<file path="src/hw/ntcr_pkg.sv">
`default_nettype none
package ntcr_pkg;
  // register addresses
  localparam logic [7:0] ADDR_TW0    = 8'h54;
  localparam logic [7:0] ADDR_TW1    = 8'h55;
  localparam logic [7:0] ADDR_TW2    = 8'h56;
  localparam logic [7:0] ADDR_TW3    = 8'h57;
  localparam logic [7:0] ADDR_PHASEH = 8'h58;
  localparam logic [7:0] ADDR_PHASEL = 8'h59;
  localparam logic [7:0] ADDR_MODCTL = 8'h5A;
  // modulator control field positions
  localparam int BIT_BYPASS    = 7;
  localparam int BIT_FRM_ACK   = 5;
  localparam int BIT_FRM_ARM   = 4;
  localparam int BIT_TUNE_ACK  = 3;
  localparam int BIT_TUNE_TRIG = 2;
  localparam int BIT_SIDEBAND  = 0;
  // reset values
  localparam logic [7:0] RST_BYTE   = 8'h00;
  localparam logic [7:0] RST_MODCTL = 8'h80;
  localparam logic [7:0] RD_UNMAPPED = 8'h00;
endpackage
`default_nettype wire

</file>
<file path="src/hw/ntcr_regs.sv">
`timescale 1ns/10ps
`default_nettype none
// Functional notes
// - hold 32-bit tuning word in four bytes, low byte at lowest address
// - tuning byte writes only stage; active word loads on trigger rising edge
// - set tuning update acknowledge once active word loaded from staged value
// - 16-bit signed phase offset, high byte first, applied on oscillator reset
// - bit 7 bypasses oscillator, resets to one; bit 0 selects sideband image
// - after arm rises, reset oscillator on first extended frame strobe
// - set frame reset acknowledge when oscillator reset by frame strobe
module ntcr_regs (
  input  wire logic        CLK,          // 10 MHz device clock
  input  wire logic        RST,          // async reset, active high
  input  wire logic        WR_EN,        // register write strobe, one cycle
  input  wire logic        RD_EN,        // register read strobe, one cycle
  input  wire logic [7:0]  ADDR,         // register address
  input  wire logic [7:0]  WDATA,        // write data
  output logic      [7:0]  RDATA,        // read data, registered
  input  wire logic        FRAME_EXT,    // extended frame strobe detected
  output logic      [31:0] FREQ_WORD,    // active tuning word
  output logic      [15:0] PHASE_OFFSET, // phase applied on oscillator reset
  output logic             NCO_RESET,    // one-cycle oscillator reset pulse
  output logic             BYPASS,       // oscillator and modulator bypass
  output logic             SIDEBAND      // 1 = inverted low-side image
);

  ////////////////////////////////////////////////////////////////////////////
  // state

  typedef struct packed {
    logic [31:0] staged;
    logic [31:0] active;
    logic [15:0] phase;
    logic        bypass;
    logic        frm_ack;
    logic        frm_arm;
    logic        frm_pend;
    logic        tune_ack;
    logic        tune_trig;
    logic        sideband;
    logic        nco_rst;
    logic [7:0]  rdata;
  } ntcr_state_t;

  ntcr_state_t st;
  ntcr_state_t next_st;
  logic [7:0]  modctl;

  // control register readback image
  always_comb begin
    modctl = 8'h00;
    modctl[ntcr_pkg::BIT_BYPASS]    = st.bypass;
    modctl[ntcr_pkg::BIT_FRM_ACK]   = st.frm_ack;
    modctl[ntcr_pkg::BIT_FRM_ARM]   = st.frm_arm;
    modctl[ntcr_pkg::BIT_TUNE_ACK]  = st.tune_ack;
    modctl[ntcr_pkg::BIT_TUNE_TRIG] = st.tune_trig;
    modctl[ntcr_pkg::BIT_SIDEBAND]  = st.sideband;
  end

  ////////////////////////////////////////////////////////////////////////////
  // next state

  // acknowledge bits are read-only; hardware set is sticky until reset
  // because no clear path is defined, a host sees each ack stay high
  always_comb begin
    next_st = st;
    next_st.nco_rst = 1'b0;
    if (WR_EN) begin
      unique case (ADDR)
        ntcr_pkg::ADDR_TW0:    next_st.staged[7:0]   = WDATA;
        ntcr_pkg::ADDR_TW1:    next_st.staged[15:8]  = WDATA;
        ntcr_pkg::ADDR_TW2:    next_st.staged[23:16] = WDATA;
        ntcr_pkg::ADDR_TW3:    next_st.staged[31:24] = WDATA;
        ntcr_pkg::ADDR_PHASEH: next_st.phase[15:8]   = WDATA;
        ntcr_pkg::ADDR_PHASEL: next_st.phase[7:0]    = WDATA;
        ntcr_pkg::ADDR_MODCTL: begin
          next_st.bypass    = WDATA[ntcr_pkg::BIT_BYPASS];
          next_st.sideband  = WDATA[ntcr_pkg::BIT_SIDEBAND];
          next_st.tune_trig = WDATA[ntcr_pkg::BIT_TUNE_TRIG];
          next_st.frm_arm   = WDATA[ntcr_pkg::BIT_FRM_ARM];
          // trigger rising edge copies the staged word in the same write
          if (WDATA[ntcr_pkg::BIT_TUNE_TRIG] && !st.tune_trig) begin
            next_st.active   = st.staged;
            next_st.tune_ack = 1'b1;
          end
          // arm on rising edge; clearing the bit also cancels a pending arm
          if (WDATA[ntcr_pkg::BIT_FRM_ARM] && !st.frm_arm) begin
            next_st.frm_pend = 1'b1;
          end else if (!WDATA[ntcr_pkg::BIT_FRM_ARM]) begin
            next_st.frm_pend = 1'b0;
          end
        end
        default: ;
      endcase
    end
    // frame strobe honoured only while armed; it wins over a same-cycle cancel write
    if (st.frm_pend && FRAME_EXT) begin
      next_st.frm_pend = 1'b0;
      next_st.nco_rst  = 1'b1;
      next_st.frm_ack  = 1'b1;
    end
    // registered read data
    if (RD_EN) begin
      unique case (ADDR)
        ntcr_pkg::ADDR_TW0:    next_st.rdata = st.staged[7:0];
        ntcr_pkg::ADDR_TW1:    next_st.rdata = st.staged[15:8];
        ntcr_pkg::ADDR_TW2:    next_st.rdata = st.staged[23:16];
        ntcr_pkg::ADDR_TW3:    next_st.rdata = st.staged[31:24];
        ntcr_pkg::ADDR_PHASEH: next_st.rdata = st.phase[15:8];
        ntcr_pkg::ADDR_PHASEL: next_st.rdata = st.phase[7:0];
        ntcr_pkg::ADDR_MODCTL: next_st.rdata = modctl;
        default:               next_st.rdata = ntcr_pkg::RD_UNMAPPED;
      endcase
    end
  end

  ////////////////////////////////////////////////////////////////////////////
  // registers

  always_ff @(posedge CLK or posedge RST) begin
    if (RST) begin
      st.staged    <= {4{ntcr_pkg::RST_BYTE}};
      st.active    <= {4{ntcr_pkg::RST_BYTE}};
      st.phase     <= {2{ntcr_pkg::RST_BYTE}};
      st.bypass    <= ntcr_pkg::RST_MODCTL[ntcr_pkg::BIT_BYPASS];
      st.frm_ack   <= 1'b0;
      st.frm_arm   <= 1'b0;
      st.frm_pend  <= 1'b0;
      st.tune_ack  <= 1'b0;
      st.tune_trig <= 1'b0;
      st.sideband  <= ntcr_pkg::RST_MODCTL[ntcr_pkg::BIT_SIDEBAND];
      st.nco_rst   <= 1'b0;
      st.rdata     <= ntcr_pkg::RD_UNMAPPED;
    end else begin
      st <= next_st;
    end
  end

  // outputs straight from flip-flops
  assign FREQ_WORD    = st.active;
  assign PHASE_OFFSET = st.phase;
  assign NCO_RESET    = st.nco_rst;
  assign BYPASS       = st.bypass;
  assign SIDEBAND     = st.sideband;
  assign RDATA        = st.rdata;

  ////////////////////////////////////////////////////////////////////////////
  // checks

  staged_load_a: assert property (@(posedge CLK) disable iff (RST)
    (WR_EN && ADDR == ntcr_pkg::ADDR_MODCTL && WDATA[ntcr_pkg::BIT_TUNE_TRIG]
     && !st.tune_trig) |=> (FREQ_WORD == $past(st.staged)))
    else $error("active word not loaded on trigger edge");

  word_stable_a: assert property (@(posedge CLK) disable iff (RST)
    !(WR_EN && ADDR == ntcr_pkg::ADDR_MODCTL) |=> $stable(FREQ_WORD))
    else $error("active word changed without trigger");

  tune_ack_a: assert property (@(posedge CLK) disable iff (RST)
    $rose(st.tune_ack) |-> (FREQ_WORD == $past(st.staged)))
    else $error("ack set without load");

  byte_order_a: assert property (@(posedge CLK) disable iff (RST)
    (WR_EN && ADDR == ntcr_pkg::ADDR_TW0) |=> (st.staged[7:0] == $past(WDATA)))
    else $error("low tuning byte misplaced");

  phase_high_a: assert property (@(posedge CLK) disable iff (RST)
    (WR_EN && ADDR == ntcr_pkg::ADDR_PHASEH) |=> (PHASE_OFFSET[15:8] == $past(WDATA)))
    else $error("phase high byte misplaced");

  bypass_write_a: assert property (@(posedge CLK) disable iff (RST)
    (WR_EN && ADDR == ntcr_pkg::ADDR_MODCTL) |=>
      (BYPASS == $past(WDATA[ntcr_pkg::BIT_BYPASS])
       && SIDEBAND == $past(WDATA[ntcr_pkg::BIT_SIDEBAND])))
    else $error("control fields not decoded");

  frame_reset_a: assert property (@(posedge CLK) disable iff (RST)
    (st.frm_pend && FRAME_EXT) |=> (NCO_RESET && !st.frm_pend))
    else $error("armed frame strobe did not reset oscillator");

  no_spurious_a: assert property (@(posedge CLK) disable iff (RST)
    !$past(st.frm_pend) |-> !NCO_RESET)
    else $error("oscillator reset without arm");

  frame_ack_a: assert property (@(posedge CLK) disable iff (RST)
    NCO_RESET |-> st.frm_ack)
    else $error("frame reset acknowledge missing");

  ////////////////////////////////////////////////////////////////////////////
  // checks on byte placement, staging and readback

  // each remaining tuning byte lands in its own slice of the staged word
  byte1_place_a: assert property (@(posedge CLK) disable iff (RST)
    (WR_EN && ADDR == ntcr_pkg::ADDR_TW1) |=> (st.staged[15:8] == $past(WDATA)))
    else $error("tuning byte one misplaced");

  // third byte goes to bits 23 down to 16
  byte2_place_a: assert property (@(posedge CLK) disable iff (RST)
    (WR_EN && ADDR == ntcr_pkg::ADDR_TW2) |=> (st.staged[23:16] == $past(WDATA)))
    else $error("tuning byte two misplaced");

  // top byte sits at the highest address
  byte3_place_a: assert property (@(posedge CLK) disable iff (RST)
    (WR_EN && ADDR == ntcr_pkg::ADDR_TW3) |=> (st.staged[31:24] == $past(WDATA)))
    else $error("tuning byte three misplaced");

  // top tuning byte reads back from the staged word, not the active one
  word_read_a: assert property (@(posedge CLK) disable iff (RST)
    (RD_EN && ADDR == ntcr_pkg::ADDR_TW3) |=> (RDATA == $past(st.staged[31:24])))
    else $error("tuning byte readback wrong");

  // staged word only moves on a tuning byte write
  staged_hold_a: assert property (@(posedge CLK) disable iff (RST)
    !(WR_EN && ADDR >= ntcr_pkg::ADDR_TW0 && ADDR <= ntcr_pkg::ADDR_TW3)
      |=> $stable(st.staged))
    else $error("staged word changed without byte write");

  // a control write with the trigger already high must not reload the word
  trigger_held_a: assert property (@(posedge CLK) disable iff (RST)
    (WR_EN && ADDR == ntcr_pkg::ADDR_MODCTL && st.tune_trig) |=> $stable(FREQ_WORD))
    else $error("active word reloaded without rising trigger");

  // stored trigger follows the last control write, so edges are judged against it
  trigger_stored_a: assert property (@(posedge CLK) disable iff (RST)
    (WR_EN && ADDR == ntcr_pkg::ADDR_MODCTL)
      |=> (st.tune_trig == $past(WDATA[ntcr_pkg::BIT_TUNE_TRIG])))
    else $error("trigger bit not stored");

  ////////////////////////////////////////////////////////////////////////////
  // checks on acknowledges, phase, mode and frame reset

  // a rising trigger raises the acknowledge in the same edge as the load
  ack_on_load_a: assert property (@(posedge CLK) disable iff (RST)
    (WR_EN && ADDR == ntcr_pkg::ADDR_MODCTL && WDATA[ntcr_pkg::BIT_TUNE_TRIG]
     && !st.tune_trig) |=> st.tune_ack)
    else $error("tuning acknowledge not set on load");

  // acknowledge is sticky; nothing but reset lowers it
  tune_ack_hold_a: assert property (@(posedge CLK) disable iff (RST)
    st.tune_ack |=> st.tune_ack)
    else $error("tuning acknowledge dropped");

  // the acknowledge cannot rise on any cycle without a control write
  tune_ack_ro_a: assert property (@(posedge CLK) disable iff (RST)
    (!st.tune_ack && !(WR_EN && ADDR == ntcr_pkg::ADDR_MODCTL)) |=> !st.tune_ack)
    else $error("tuning acknowledge set without rising trigger");

  // low phase byte lands in the low half of the offset
  phase_low_a: assert property (@(posedge CLK) disable iff (RST)
    (WR_EN && ADDR == ntcr_pkg::ADDR_PHASEL) |=> (PHASE_OFFSET[7:0] == $past(WDATA)))
    else $error("phase low byte misplaced");

  // offset only changes on a phase byte write
  phase_hold_a: assert property (@(posedge CLK) disable iff (RST)
    !(WR_EN && (ADDR == ntcr_pkg::ADDR_PHASEH || ADDR == ntcr_pkg::ADDR_PHASEL))
      |=> $stable(PHASE_OFFSET))
    else $error("phase offset changed without write");

  // mode outputs only follow control writes
  mode_hold_a: assert property (@(posedge CLK) disable iff (RST)
    !(WR_EN && ADDR == ntcr_pkg::ADDR_MODCTL) |=> ($stable(BYPASS) && $stable(SIDEBAND)))
    else $error("mode changed without control write");

  // control readback shows the live field image
  modctl_read_a: assert property (@(posedge CLK) disable iff (RST)
    (RD_EN && ADDR == ntcr_pkg::ADDR_MODCTL) |=> (RDATA == $past(modctl)))
    else $error("control readback wrong");

  // a rising arm bit leaves a pending request behind
  arm_pending_a: assert property (@(posedge CLK) disable iff (RST)
    (WR_EN && ADDR == ntcr_pkg::ADDR_MODCTL && WDATA[ntcr_pkg::BIT_FRM_ARM]
     && !st.frm_arm) |=> st.frm_pend)
    else $error("arm edge not recorded");

  // clearing the arm bit cancels whatever was pending
  arm_cancel_a: assert property (@(posedge CLK) disable iff (RST)
    (WR_EN && ADDR == ntcr_pkg::ADDR_MODCTL && !WDATA[ntcr_pkg::BIT_FRM_ARM])
      |=> !st.frm_pend)
    else $error("pending arm survived a clear");

  // a pending request always sits under a stored arm bit
  pend_armed_a: assert property (@(posedge CLK) disable iff (RST)
    st.frm_pend |-> st.frm_arm)
    else $error("pending request without arm bit");

  // the oscillator reset is a single-cycle pulse
  reset_pulse_a: assert property (@(posedge CLK) disable iff (RST)
    NCO_RESET |=> !NCO_RESET)
    else $error("oscillator reset longer than one cycle");

  // a strobe with nothing pending is ignored
  unarmed_strobe_a: assert property (@(posedge CLK) disable iff (RST)
    (FRAME_EXT && !st.frm_pend) |=> !NCO_RESET)
    else $error("unarmed strobe reset the oscillator");

  // frame acknowledge only rises together with a reset pulse
  frame_ack_cause_a: assert property (@(posedge CLK) disable iff (RST)
    $rose(st.frm_ack) |-> NCO_RESET)
    else $error("frame acknowledge without reset");

  // frame acknowledge is sticky until reset
  frame_ack_hold_a: assert property (@(posedge CLK) disable iff (RST)
    st.frm_ack |=> st.frm_ack)
    else $error("frame acknowledge dropped");

endmodule
`default_nettype wire

</file>
<file path="config.mk">
export PLATFORM = sky130hd
export DESIGN_NAME = ntcr_regs
export DESIGN_NICKNAME = d
export VERILOG_FILES = /design/src/hw/ntcr_pkg.sv /design/src/hw/ntcr_regs.sv
export SDC_FILE = /design/constraint.sdc
export NUM_CORES = 1
export LEC_CHECK = 0
export BUFFER_PORTS_ARGS = -buffer_cell sky130_fd_sc_hd__clkbuf_2
export CORE_UTILIZATION = 53
export DETAILED_ROUTE_END_ITERATION = 6
export GPL_ROUTABILITY_DRIVEN = 0
export MAX_ROUTING_LAYER = met4
export PLACE_DENSITY = 0.76
export RECOVER_POWER = 50
export SLEW_MARGIN = 10
export SYNTH_ARGS = -nofsm -noshare
export SYNTH_HDL_FRONTEND = slang
export SYNTH_SLANG_ARGS = --single-unit
</file>
<file path="constraint.sdc">
create_clock -name CLK -period 7.8 [get_ports CLK]
set_clock_uncertainty 0.05 [all_clocks]
set_input_delay 0.39 -clock CLK [delete_from_list [all_inputs] [get_ports CLK]]
set_output_delay 0.39 -clock CLK [all_outputs]
set_load 0.01 [all_outputs]
</file>
==> impl_metrics.py <==
metrics = {
    "synthesis": {
        "synth_warnings": 0,
        "ys_types": 45,
        "synth-edff-count": 0,
        "syn_nets": 369,
        "ys.flop_type": "dfrtp_1",
        "ys_seq_elements": 96,
        "seq_area_frac_synth_pct": 51.3,
        "syn_area_mm2": 0.00469,
        "syn_area_per_cell_um2": 13.5,
        "async_reset_ff_share_pct": 100,
        "netlist_instances": 348,
    },
    "clock_tree": {
        "clock-sinks": 96,
        "path_clk_slew_ns": 0.09,
        "tritoncts": "done",
        "cts_root_buf": "clkbuf_8",
        "cts_buffers": 9,
        "clk_latency_ns": 0.37,
        "htree_levels": 3,
        "post_cts_buffers": 0,
        "clock_path_buffers": 2,
    },
    "global_routing": {
        "grt_first_pass_wirelength_um": 15400,
        "grt_pass1_vias": 2867,
        "track_usage_pct": 23.9,
        "grt_max_degree": 77,
        "antenna_found_initial": 0,
        "grt_overflow": 0,
    },
    "route": {
        "viasPerCell": 5.76,
        "postRouteWirelength_um": 9720,
        "drc_errors": 0,
        "vias": 2759,
        "routedWlPerCell_um": 20.3,
        "final_antenna_net_count": 0,
        "dr.pass1.iters": 4,
        "drt_iter0_drc": 214,
    },
    "timing": {
        "rsz0062_at_grt": "false",
        "max-slew-margin-rel_pct": -5.55,
        "setup_viol": 0,
        "fmax_mhz": 355,
        "min_period_ns": 2.82,
        "setup_tns_ns": 0,
        "maxSlewViolCount": 18,
        "hold_viol_final": 0,
        "fin_crit_sh_pct": 36.1,
        "worst_pin_slew_ns": 1.57,
    },
    "floorplanning": {
        "die-area_mm2": 0.00923,
        "ioPinCount": 80,
        "core_mm2": 0.00838,
        "start_util_pct": 55.9,
        "die_h_um": 96.1,
        "rows": 33,
        "die_w_um": 96.1,
    },
    "job": {
        "maxCapViolCount": 2,
    },
    "setup_path": {
        "crit_path_max_fanout": 18,
        "crit_path_end_kind": "flip-flop",
        "worstSetupStartpointType": "primary input",
        "r2r-start": "modctl[2]$_DFFE_PP0P_",
        "worstPathArrival_ns": 3.02,
        "r2r_setup_slack_ns": 5.82,
        "worstPathRequired_ns": 8.00,
        "r2r-end": "FREQ_WORD[18]$_DFFE_PP0P_",
        "path_class": "primary input to flip-flop",
        "reg2regPathDepth": 2,
    },
    "worst_hold_path": {
        "min-delay-start": "FRAME_EXT",
        "holdPathEnd": "NCO_RESET$_DFF_PP0_",
        "whs_path_depth": 2,
        "min_path_type": "primary input to flip-flop",
    },
    "finish": {
        "ff_latch_area_mm2": 0.00240,
        "layout.cells.non_filler": 479,
        "area_growth_pct": 2.88,
        "final_util_pct": 57.6,
        "drive_gt1_share_pct": 34.2,
        "n_fill_cell": 697,
        "multiInputGateArea_mm2": 0.00172,
        "nNetsFinal": 390,
        "n_antenna_cell": 0,
    },
    "place": {
        "dp.cells": 462,
        "dp_hpwl_um": 6680,
        "portBuffers": 79,
    },
    "power": {
        "p_per_area_mw_per_mm2": 190,
        "p_leak_nw": 2.35,
        "share_comb_of_total_power_pct": 6.7,
        "seqPwrFrac_pct": 57.0,
        "netSwitchingPower_uw": 225,
        "vdd_drop_max_mv": 0.0995,
        "power_frac_clock_pct": 36.3,
        "swShare_pct": 24.5,
        "intPower_uw": 693,
    },
    "status": {
        "outcome": "finished, violations left",
        "violations": "capacitance limit, slew limit",
    },
}
## per-layer routing
metal	routed length, µm	vias up	track usage [%]
li1	-	1240	-
met1	4270	1386	31.9
met2	4580	111	35.5
met3	651	22	5.69
met4	226	0	8.71
met5	0	-	-
## worst max path at each step
stage,end,start
after detailed placement,FREQ_WORD[25]$_DFFE_PP0P_,ADDR[2]
after global placement,FREQ_WORD[0]$_DFFE_PP0P_,ADDR[2]
after CTS,FREQ_WORD[26]$_DFFE_PP0P_,ADDR[2]
after global routing,st[77]$_DFFE_PP0P_,ADDR[0]
final,st[77]$_DFFE_PP0P_,ADDR[0]
after floorplan,FREQ_WORD[0]$_DFFE_PP0P_,RST
## synth_stat cells, drive strengths merged, types with 2 or more instances
cell type / number / share of area, %
a211o: 2 / 0.37
a21oi: 7 / 0.75
a221oi: 2 / 0.37
a22o: 9 / 1.7
a22oi: 5 / 0.80
a311oi: 2 / 0.37
a32o: 6 / 1.3
buf: 66 / 11
clkbuf: 6 / 0.48
dfrtp: 95 / 51
inv: 6 / 0.48
mux2: 87 / 23
mux2i: 2 / 0.43
nand2: 2 / 0.16
nand2b: 10 / 1.3
nand3: 3 / 0.59
nor2: 3 / 0.35
nor2b: 3 / 0.40
nor3: 7 / 1.2
o21a: 2 / 0.32
o221ai: 4 / 0.75
o22ai: 2 / 0.27
or2: 2 / 0.27
## cell type report
class | instances | share of cell area [%]
Clock buffer | 10 | 2.85
Clock inverter | 6 | 1.40
Inverter | 6 | 0.493
Multi-Input combinational cell | 174 | 35.7
Sequential cell | 96 | 49.8
Tap cell | 105 | 2.72
Timing Repair Buffer | 82 | 7.05
## logic make-up (layout without fill, tap and decap cells)
logic type | Yosys count | after routing | synth area share [%]
AOI/OAI and AO/OA | 47 | 47 | 8.03
buffers and inverters | 78 | 104 | 11.5
DFF | 96 | 96 | 51.3
muxes | 89 | 89 | 23.6
and+or+nand+nor | 38 | 38 | 5.58
## cells in the final DEF, fill, tap and decap left out, drive strengths merged, types with 3 or more instances in the layout
master,instances
nor2b,3
a21oi,7
clkbuf,90
a22oi,5
nor3,7
nand3,3
inv,6
mux2,87
nand2b,10
clkinvlp,3
dfrtp,95
nor2,3
a32o,6
a22o,9
o221ai,4
## power groups by stage
stage | sequential, mW | clock, mW | combinational [mW]
final | 0.523 | 0.334 | 0.0612
after global placement | 0.533 | 0 | 0.0615
after detailed placement | 0.534 | 0 | 0.0639
after CTS | 0.524 | 0.340 | 0.0645
after floorplan | 0.529 | 0 | 0.0471
after global routing | 0.526 | 0.363 | 0.0684
## flip-flops by register name (all words and copies together) (netlist names)
register / count
modctl: 4
BYPASS: 1
st: 33
NCO_RESET: 1
FREQ_WORD: 32
SIDEBAND: 1
RDATA: 8
PHASE_OFFSET: 16
## what timing repair did
item,CTS,global route
endpoints found under the hold margin,20,0
setup endpoints to repair,0,0
hold buffers,1,0
resized for setup,0,0
## worst max-delay path: stages
cell and delay, ns:
clkbuf_1 0.65, nand3_1 0.28, nor3_1 1.26, mux2_2 0.44
## metrics by stage
| stage | power (mW) | setup slack, ns | instance area, µm² | hold slack [ns] |
|---|---|---|---|---|
| finish | 0.919 | 4.98 | 4820 | 0.254 |
| global route | 0.958 | 4.86 | 4820 | 0.249 |
| CTS | 0.928 | 5.45 | 4930 | 0.229 |
| detailed placement | 0.598 | 5.06 | 4720 | 0.287 |
| global placement | 0.594 | 5.15 | 4720 | 0.283 |
| floorplan | 0.576 | 4.86 | 4690 | 0.386 |
Power figures use the tool's default switching activity.
